**src/core/osc_tree_pkg.sv**
```systemverilog
package osc_tree_pkg;
	// ==========================================
	// Oscillator modes, four-bit field
	typedef enum logic [3:0] {
		CRYSTAL_MODE                    = 4'h0,
		CRYSTAL_PLL_MODE                = 4'h1,
		FAST_CRYSTAL_MODE               = 4'h2,
		FAST_CRYSTAL_PLL_MODE           = 4'h3,
		EXTERNAL_CLOCK_MODE             = 4'h4,
		EXTERNAL_CLOCK_GPIO_MODE        = 4'h5,
		EXTERNAL_CLOCK_PLL_MODE         = 4'h6,
		EXTERNAL_CLOCK_PLL_GPIO_MODE    = 4'h7,
		RC_CORE_FAST_CRYSTAL_USB_MODE   = 4'h8,
		RC_CORE_CRYSTAL_USB_MODE        = 4'h9,
		RC_CORE_EXTCLK_GPIO_MODE        = 4'hA,
		RC_CORE_EXTCLK_QUARTER_OUT_MODE = 4'hB
	} osc_mode_e;

	// ==========================================
	// Avalon register map (byte addresses)
	localparam logic [3:0]  ADDR_CFG      = 4'h0;
	localparam logic [3:0]  ADDR_STATUS   = 4'h4;
	localparam logic [3:0]  ADDR_CTRL     = 4'h8;
	localparam int          CFG_MODE_LSB  = 0;
	localparam int          CFG_CPU_LSB   = 4;
	localparam int          CFG_PRE_LSB   = 8;
	localparam int          CFG_USBLS_BIT = 11;
	localparam logic [11:0] CFG_RESET     = 12'h000;
	localparam logic [3:0]  CTRL_RESET    = 4'h0;

	// ==========================================
	// Frequencies in kHz; divider ratios
	localparam int          PLL_REF_KHZ  = 4000;
	localparam int          PLL_OUT_KHZ  = 96000;
	localparam int          USB_FS_KHZ   = 48000;
	localparam int          USB_LS_KHZ   = 6000;
	localparam int          MAX_IN_KHZ   = 48000;
	localparam int          CLK_SYS_KHZ  = 25000;
	localparam logic [3:0]  USB_FS_DIV   = 4'(PLL_OUT_KHZ / USB_FS_KHZ);
	localparam logic [3:0]  LS_DIV       = 4'h4;
	localparam logic [3:0]  CLKOUT_DIV   = 4'h4;
	localparam int          NUM_MODES    = 12;

	typedef struct packed {
		logic usb_clk;
		logic core_clk;
		logic pll_en;
		logic rc_en;
	} clk_out_s;
endpackage : osc_tree_pkg
```
**src/core/osc_tree.sv**
```systemverilog
// The Avalon-MM register port and the placing of the registers were chosen for this implementation.
`timescale 1ns/100ps
module osc_tree
	import osc_tree_pkg::*;
(
	input  wire logic                  clk_sys,        // Bus clock
	input  wire logic                  rst,            // Sync reset, high
	input  wire logic                  ce,             // Clock enable
	input  wire logic                  osc_clk,        // Primary osc, sampled
	input  wire logic                  pll_clk,        // 96 MHz PLL, sampled
	input  wire logic                  pll_lock,       // PLL locked
	input  wire logic                  rc_clk,         // 31 kHz RC, sampled
	input  wire logic                  osc_stable,     // Crystal start-up done
	input  wire logic                  prog_load,      // Reprogram strobe
	input  wire logic [11:0]           prog_cfg,       // Nonvolatile image
	input  wire logic                  por_timer_en,   // Power-up timer on
	input  wire logic                  fscm_en,        // Clock monitor on
	input  wire logic                  wdt_en,         // Watchdog on
	input  wire logic                  two_speed_en,   // Two-speed start on
	input  wire logic                  port_a_bit6_o,  // Port latch bit6
	input  wire logic                  port_a_bit6_oe, // Port tris bit6
	output logic                       clock_out_pin_o,  // Pin drive
	output logic                       clock_out_pin_oe, // Pin enable
	output osc_tree_pkg::clk_out_s     clks,           // Derived clocks
	input  wire logic [3:0]            avs_address,    // Byte address
	input  wire logic                  avs_read,       // Read
	input  wire logic                  avs_write,      // Write
	input  wire logic [31:0]           avs_writedata,  // Write data
	output logic [31:0]                avs_readdata,   // Read data
	output logic                       avs_waitrequest // Wait
);
	import osc_tree_pkg::*;

	// ==========================================
	// Configuration and control state
	logic [11:0] cfg_ff, nxt_cfg;
	logic [3:0]  ctrl_ff, nxt_ctrl;
	logic        ack_ff, nxt_ack;
	logic [31:0] rd_ff, nxt_rd;
	osc_mode_e   mode;
	logic [1:0]  cpu_sel;
	logic [2:0]  pre_sel;
	logic        usb_ls, usb_en, core_sel_rc;

	assign mode        = osc_mode_e'(cfg_ff[CFG_MODE_LSB +: 4]);
	assign cpu_sel     = cfg_ff[CFG_CPU_LSB +: 2];
	assign pre_sel     = cfg_ff[CFG_PRE_LSB +: 3];
	assign usb_ls      = cfg_ff[CFG_USBLS_BIT];
	assign usb_en      = ctrl_ff[0];
	assign core_sel_rc = ctrl_ff[1];

	// ==========================================
	// Mode decode
	logic pll_mode, ext_mode, gpio_mode, rc_mode, quarter_out;
	always_comb begin
		pll_mode    = 1'b0;
		ext_mode    = 1'b0;
		gpio_mode   = 1'b0;
		rc_mode     = 1'b0;
		quarter_out = 1'b0;
		case (mode)
			CRYSTAL_PLL_MODE, FAST_CRYSTAL_PLL_MODE: pll_mode = 1'b1;
			EXTERNAL_CLOCK_MODE, RC_CORE_EXTCLK_QUARTER_OUT_MODE: begin
				ext_mode    = 1'b1;
				quarter_out = 1'b1;
				rc_mode     = (mode == RC_CORE_EXTCLK_QUARTER_OUT_MODE);
			end
			EXTERNAL_CLOCK_GPIO_MODE, RC_CORE_EXTCLK_GPIO_MODE: begin
				ext_mode  = 1'b1;
				gpio_mode = 1'b1;
				rc_mode   = (mode == RC_CORE_EXTCLK_GPIO_MODE);
			end
			EXTERNAL_CLOCK_PLL_MODE: begin
				ext_mode    = 1'b1;
				pll_mode    = 1'b1;
				quarter_out = 1'b1;
			end
			EXTERNAL_CLOCK_PLL_GPIO_MODE: begin
				ext_mode  = 1'b1;
				pll_mode  = 1'b1;
				gpio_mode = 1'b1;
			end
			RC_CORE_FAST_CRYSTAL_USB_MODE, RC_CORE_CRYSTAL_USB_MODE: rc_mode = 1'b1;
			default: ;
		endcase
	end

	// ==========================================
	// Edge detection of sampled source clocks
	logic osc_q_ff, pll_q_ff, rc_q_ff;
	logic osc_rise, pll_rise, rc_rise;
	always_ff @(posedge clk_sys) begin
		if (rst) begin
			osc_q_ff <= 1'b0;
			pll_q_ff <= 1'b0;
			rc_q_ff  <= 1'b0;
		end else if (ce) begin
			osc_q_ff <= osc_clk;
			pll_q_ff <= pll_clk;
			rc_q_ff  <= rc_clk;
		end
	end
	assign osc_rise = osc_clk & ~osc_q_ff;
	assign pll_rise = pll_clk & ~pll_q_ff;
	assign rc_rise  = rc_clk & ~rc_q_ff;

	// Crystal modes wait for start-up; external clocks need none
	logic osc_ok, pll_ok;
	assign osc_ok = ext_mode | osc_stable;
	// In crystal-PLL mode PLL output used only with fixed 4 MHz in; prescale ratio 1 then
	assign pll_ok = pll_mode & pll_lock & osc_ok &
		((mode != CRYSTAL_PLL_MODE) | (pre_sel == 3'h0));

	// ==========================================
	// Dividers: one counter and toggle each
	localparam int NDIV = 4;
	logic [NDIV-1:0] div_tick, div_out, div_run, div_src;
	logic [3:0]      div_ratio [NDIV];
	logic [3:0]      pre_ratio;
	logic [3:0]      cnt_ff [NDIV];
	logic [3:0]      nxt_cnt [NDIV];
	logic [NDIV-1:0] tog_ff, nxt_tog;

	always_comb begin
		case (pre_sel)
			3'h0: pre_ratio = 4'h1;
			3'h1: pre_ratio = 4'h2;
			3'h2: pre_ratio = 4'h3;
			3'h3: pre_ratio = 4'h4;
			3'h4: pre_ratio = 4'h5;
			3'h5: pre_ratio = 4'h6;
			3'h6: pre_ratio = 4'hA;
			default: pre_ratio = 4'hC;
		endcase
	end

	// 0: core postscale, 1: USB full speed, 2: USB low speed, 3: quarter out
	always_comb begin
		div_ratio[0] = 4'h1;
		if (pll_mode) begin
			case (cpu_sel)
				2'h0: div_ratio[0] = 4'h2;
				2'h1: div_ratio[0] = 4'h3;
				2'h2: div_ratio[0] = 4'h4;
				default: div_ratio[0] = 4'h6;
			endcase
		end else begin
			div_ratio[0] = 4'(cpu_sel) + 4'h1;
		end
		div_ratio[1] = USB_FS_DIV;
		div_ratio[2] = LS_DIV;
		div_ratio[3] = CLKOUT_DIV;
	end

	assign div_tick[0] = pll_mode ? pll_rise : osc_rise;
	assign div_tick[1] = pll_rise;
	assign div_tick[2] = osc_rise;
	assign div_tick[3] = osc_rise;
	// Source levels, needed when a divider passes its source through
	assign div_src[0]  = pll_mode ? pll_clk : osc_clk;
	assign div_src[1]  = pll_clk;
	assign div_src[2]  = osc_clk;
	assign div_src[3]  = osc_clk;
	assign div_run[0]  = pll_mode ? pll_ok : osc_ok;
	assign div_run[1]  = pll_ok;
	assign div_run[2]  = osc_ok;
	assign div_run[3]  = osc_ok;

	genvar gi;
	generate
		for (gi = 0; gi < NDIV; gi++) begin : g_div
			// Output registered; duty may be uneven for odd ratios
			always_comb begin
				nxt_cnt[gi] = cnt_ff[gi];
				nxt_tog[gi] = tog_ff[gi];
				if (!div_run[gi]) begin
					nxt_cnt[gi] = 4'h0;
					nxt_tog[gi] = 1'b0;
				end else if (div_ratio[gi] == 4'h1) begin
					// Ratio one: a rising-edge counter would stick high, so follow the source
					nxt_cnt[gi] = 4'h0;
					nxt_tog[gi] = div_src[gi];
				end else if (div_tick[gi]) begin
					if (cnt_ff[gi] + 4'h1 >= div_ratio[gi]) begin
						nxt_cnt[gi] = 4'h0;
						nxt_tog[gi] = 1'b1;
					end else begin
						nxt_cnt[gi] = cnt_ff[gi] + 4'h1;
						nxt_tog[gi] = (cnt_ff[gi] + 4'h1) < (div_ratio[gi] >> 1);
					end
				end
			end
			always_ff @(posedge clk_sys) begin
				if (rst) begin
					cnt_ff[gi] <= 4'h0;
					tog_ff[gi] <= 1'b0;
				end else if (ce) begin
					cnt_ff[gi] <= nxt_cnt[gi];
					tog_ff[gi] <= nxt_tog[gi];
				end
			end
			assign div_out[gi] = tog_ff[gi];
		end
	endgenerate

	// ==========================================
	// Outputs
	logic [3:0] pre_cnt_unused;
	assign pre_cnt_unused = pre_ratio; // Prescale is analogue-side; ratio reported
	always_comb begin
		clks.pll_en   = pll_mode;
		clks.rc_en    = (rc_mode & core_sel_rc) | por_timer_en | fscm_en |
			wdt_en | two_speed_en;
		clks.usb_clk  = usb_en & (usb_ls ? div_out[2] : div_out[1]);
		clks.core_clk = (rc_mode & core_sel_rc) ? rc_q_ff : div_out[0];
		clock_out_pin_o  = gpio_mode ? port_a_bit6_o : div_out[3];
		clock_out_pin_oe = gpio_mode ? port_a_bit6_oe : quarter_out;
	end

	// ==========================================
	// Avalon slave, one wait state
	always_comb begin
		nxt_cfg  = cfg_ff;
		nxt_ctrl = ctrl_ff;
		nxt_ack  = 1'b0;
		nxt_rd   = rd_ff;
		if (prog_load) begin
			nxt_cfg = prog_cfg;
		end
		if ((avs_read | avs_write) & ~ack_ff) begin
			nxt_ack = 1'b1;
			if (avs_write & (avs_address == ADDR_CTRL)) begin
				nxt_ctrl = avs_writedata[3:0];
			end
			case (avs_address)
				ADDR_CFG:    nxt_rd = {20'h0, cfg_ff};
				ADDR_STATUS: nxt_rd = {24'h0, pre_cnt_unused, osc_ok, pll_ok,
					gpio_mode, rc_mode};
				ADDR_CTRL:   nxt_rd = {28'h0, ctrl_ff};
				default:     nxt_rd = 32'h0;
			endcase
		end
	end
	always_ff @(posedge clk_sys) begin
		if (rst) begin
			cfg_ff  <= CFG_RESET;
			ctrl_ff <= CTRL_RESET;
			ack_ff  <= 1'b0;
			rd_ff   <= 32'h0;
		end else if (ce) begin
			cfg_ff  <= nxt_cfg;
			ctrl_ff <= nxt_ctrl;
			ack_ff  <= nxt_ack;
			rd_ff   <= nxt_rd;
		end
	end
	assign avs_waitrequest = (avs_read | avs_write) & ~ack_ff;
	assign avs_readdata    = rd_ff;

	// ==========================================
	// Checks
	AST_PLL_OFF: assert property (@(posedge clk_sys) disable iff (rst)
		(mode == CRYSTAL_MODE) |-> !clks.pll_en) else $error("PLL on in crystal mode");
	AST_PLL_ON: assert property (@(posedge clk_sys) disable iff (rst)
		(mode == EXTERNAL_CLOCK_PLL_GPIO_MODE) |-> clks.pll_en) else $error("PLL off");
	AST_GATE: assert property (@(posedge clk_sys) disable iff (rst)
		(ce && !pll_lock && pll_mode) |=> !div_out[1]) else $error("USB clock ungated");
	AST_GPIO: assert property (@(posedge clk_sys) disable iff (rst)
		gpio_mode |-> (clock_out_pin_oe == port_a_bit6_oe)) else $error("pin not GPIO");
	AST_QOUT: assert property (@(posedge clk_sys) disable iff (rst)
		quarter_out |-> clock_out_pin_oe) else $error("quarter output off");
	AST_RC: assert property (@(posedge clk_sys) disable iff (rst)
		wdt_en |-> clks.rc_en) else $error("RC off with watchdog");
	// Quarter divider must keep counting before crystal start-up ends in external-clock modes
	AST_EXT: assert property (@(posedge clk_sys) disable iff (rst)
		(ce && ext_mode && !osc_stable && osc_rise) |=> $changed(cnt_ff[3]))
		else $error("start-up delay in external mode");
	AST_CFG: assert property (@(posedge clk_sys) disable iff (rst)
		(ce && !prog_load) |=> $stable(cfg_ff)) else $error("config changed");
	AST_BUS: assert property (@(posedge clk_sys) disable iff (rst)
		(avs_read && !ack_ff && ce) |=> !avs_waitrequest || !avs_read) else $error("bus hang");
endmodule : osc_tree

```
**config.mk**
```make
export PLATFORM = sky130hd
export DESIGN_NAME = osc_tree
export DESIGN_NICKNAME = d
export VERILOG_FILES = /design/src/core/osc_tree_pkg.sv /design/src/core/osc_tree.sv
export SDC_FILE = /design/constraint.sdc
export NUM_CORES = 1
export LEC_CHECK = 0
export ABC_AREA = 1
export BUFFER_PORTS_ARGS = -buffer_cell sky130_fd_sc_hd__buf_4
export CAP_MARGIN = 10
export CELL_PAD_IN_SITES_DETAIL_PLACEMENT = 1
export CELL_PAD_IN_SITES_GLOBAL_PLACEMENT = 1
export CORE_UTILIZATION = 25
export DETAILED_ROUTE_END_ITERATION = 12
export PLACE_DENSITY = 0.69
export SETUP_SLACK_MARGIN = 0.2
export SYNTH_ARGS = -nofsm -noshare
export SYNTH_HDL_FRONTEND = slang
export SYNTH_SLANG_ARGS = --single-unit
```
**constraint.sdc**
```tcl
create_clock -name clk_sys -period 3.6 [get_ports clk_sys]
set_input_delay 0.36 -clock clk_sys [delete_from_list [all_inputs] [get_ports clk_sys]]
set_output_delay 0.36 -clock clk_sys [all_outputs]
set_load 0.05 [all_outputs]
```
==> flow_summary.json <==
{
  "syn2layout_area_growth_pct": 22.7,
  "cp_cell_sequence": "inv_2 > nor2_2 > nand2_2 > mux2i_1 > a21boi_0 > buf_4",
  "post_drt_via_cell_ratio": 4.38,
  "die_h_um": 110,
  "r2r-end": "div_out[0]$_SDFFE_PP0P_",
  "firstDrtPassIters": 4,
  "antenna_found_initial": 0,
  "rows": 38,
  "rr_worst_depth": 15,
  "yosys_warnings": 0,
  "finalCritPeriodShare_pct": 61.8,
  "pin_count": 104,
  "worstPathRequired_ps": 3240,
  "cp.arrival_ps": 1860,
  "worstSetupStartpointType": "flip-flop",
  "synth_seq_cells": 52,
  "ant_nets": 0,
  "gp_congestion": 0.730,
  "hp-class": "input pin to flip-flop",
  "drive_above_1_share_pct": 19.4,
  "grt_pass1_vias": 2597,
  "final.setup_skew_ps": 6.90,
  "routed_wl_mm": 7.19,
  "crit_end": "clock_out_pin_oe",
  "final_common_cell": "nand2_1",
  "antennaDiodeCount": 0,
  "rsz0062_at_grt": "false",
  "drt-wirelength-per-cell_um": 12.7,
  "cp_max_fo": 7,
  "coreArea_mm2": 0.0111,
  "clock_path_buffers": 2,
  "ir_drop_mv": 0.259,
  "cts_hold_buf": 0,
  "final_cell_mix": "nand2_1 (72), buf_4 (55), nor2_1 (42)",
  "grtUsageTotal_pct": 12.9,
  "status": "finished, final reports clean",
  "dieArea_mm2": 0.0120,
  "htreeDepth": 2,
  "cap_violations": 0,
  "timing_worst_setup_path_type": "flip-flop to output pin",
  "maxSlewViolCount": 0,
  "grt_overflow": 0,
  "die_w_um": 110,
  "root_buffer": "clkbuf_16",
  "place_ws_ps": 1420,
  "initial_utilization_pct": 26.1,
  "rrSetupSlack_ps": 1440,
  "max_slew.worst_pin.slew_ps": 660,
  "hold_viol_final": 0,
  "synthCells": 367,
  "synth.distinct_cells": 36,
  "cts_setup_buffers": 0,
  "critPathSlowestCell": "mux2i_1",
  "timing.final.ws_setup_ps": 1380,
  "end_kind": "output pin",
  "nets": 507,
  "clkLatencyLatePin_ps": 290,
  "cts_inserted_buffers": 5,
  "hpwl_mm": 5.90,
  "avgSynthCellArea_um2": 7.88,
  "power_leakage_nw": 1.59,
  "cts.clk_slew.worst_paths_ps": 70,
  "io_buffers": 55,
  "cts-resized-gates": 0,
  "cpPeakStageDelay_ps": 470,
  "slew_headroom_pct": 56.0,
  "grt_max_degree": 25,
  "power_density_mw_per_mm2": 411,
  "fmax_ghz": 0.450,
  "tritoncts": "done",
  "ys_seq_area_share_pct": 41.5,
  "syn_area_mm2": 0.00289,
  "crit_path_start": "cfg_ff[3]$_SDFFE_PP0P_",
  "drc": 0,
  "reg2reg_from": "cfg_ff[4]$_SDFFE_PP0P_",
  "final.setup.tns_ps": 0,
  "grt_pass1_wl_mm": 12.1,
  "detailroute.via_count": 2485,
  "clock-sinks": 52,
  "setup_viol": 0,
  "drtIter0Drc": 73,
  "finalCriticalPeriod_ps": 2220
}
## kinds of logic after synthesis
kind of cell             count (synthesis)  share of synthesized area (%)
AO/OA/AOI/OAI                           63                           11.7
XOR/XNOR                                 6                           1.82
adder cells (fa/ha/maj)                 15                           6.49
buffers and inverters                   70                           12.1
flip-flops                              52                           41.5
multiplexers                             1                          0.346
other                                    1                          0.130
AND/OR/NAND/NOR                        159                           25.9
## worst max-delay path: cells and delay by family (launching register included)
family | cells | cell delay [ps]
buffers and inverters | 2 | 320
and+or+nand+nor | 2 | 260
AOI/OAI and AO/OA | 1 | 190
muxes | 1 | 470
DFF | 1 | 330
## through the flow
stage | cells | instance area [um2] | power [mW] | hold WS, ps | utilization [%]
finish | 568 | 3550 | 1.46 | 304 | 32.0
global route | 568 | 3550 | 1.54 | 331 | 32.0
CTS | 568 | 3550 | 1.48 | 306 | 32.0
detailed placement | 560 | 3390 | 0.961 | 444 | 30.6
global placement | 560 | 3390 | 0.949 | 446 | 30.6
floorplan | 394 | 2990 | 0.893 | 430 | -
## flip-flops by register name (all words and copies together), names as in the netlist
register	count
osc_q_ff	1
avs_readdata	12
rc_q_ff	1
cfg_ff	12
ack_ff	1
pll_q_ff	1
ctrl_ff	4
div_out	4
cnt_ff	16
## cell type report
class	count	area, um2
fill	1361	7530
multi-input combinational	272	1440
sequential	52	1200
timing repair buffer	55	413
tap	140	175
clock buffer	7	154
inverter	41	154
clock inverter	1	8.76
## metal layers
metal / routed length, um / global-route usage, % / up-vias / share of wire [%]
met5: 0 / 0 / - / 0
met1: 3300 / 15.8 / 1159 / 46
li1: - / - / 1275 / -
met4: 59 / 2.57 / 0 / 0.82
met2: 3560 / 23.6 / 45 / 50
met3: 264 / 2.31 / 6 / 3.7
## Yosys cell counts, drive strengths merged
| library cell | count | area, um2 |
|---|---|---|
| a21boi | 2 | 18.8 |
| xnor2 | 4 | 35.0 |
| clkbuf | 7 | 27.5 |
| nand3b | 1 | 11.3 |
| inv | 41 | 154 |
| nor2 | 43 | 164 |
| o211ai | 1 | 7.51 |
| buf | 22 | 169 |
| nor4 | 3 | 18.8 |
| o22ai | 1 | 6.26 |
| nand2 | 79 | 324 |
| o221ai | 1 | 8.76 |
| nand3 | 23 | 168 |
| nand4 | 4 | 25.0 |
| nor3 | 4 | 25.0 |
| conb | 1 | 3.75 |
| o32ai | 2 | 17.5 |
| ha | 15 | 188 |
| a21oi | 27 | 135 |
| dfxtp | 36 | 721 |
| xor2 | 2 | 17.5 |
| edfxtp | 16 | 480 |
| mux2i | 1 | 10.0 |
| o21ai | 29 | 145 |
| or2 | 2 | 12.5 |
## worst min path at each step
stage / endpoint / cells past startpoint / start
final: ctrl_ff[0]$_SDFFE_PP0P_ / 3 / avs_writedata[0]
after global routing: ctrl_ff[0]$_SDFFE_PP0P_ / 3 / avs_writedata[0]
after CTS: ctrl_ff[0]$_SDFFE_PP0P_ / 3 / avs_writedata[0]
after detailed placement: div_out[1]$_SDFFE_PP0P_ / 2 / div_out[1]$_SDFFE_PP0P_
after global placement: div_out[1]$_SDFFE_PP0P_ / 2 / div_out[1]$_SDFFE_PP0P_
after floorplan: ctrl_ff[2]$_SDFFE_PP0P_ / 2 / ctrl_ff[2]$_SDFFE_PP0P_
## where the power goes
group | total (mW) | switching [mW] | leakage (nW) | internal [mW]
combinational | 0.286 | 0.195 | 1.05 | 0.0916
clock | 0.513 | 0.210 | 0.0797 | 0.303
sequential | 0.658 | 0.0234 | 0.461 | 0.635
Power figures use the tool's default switching activity.
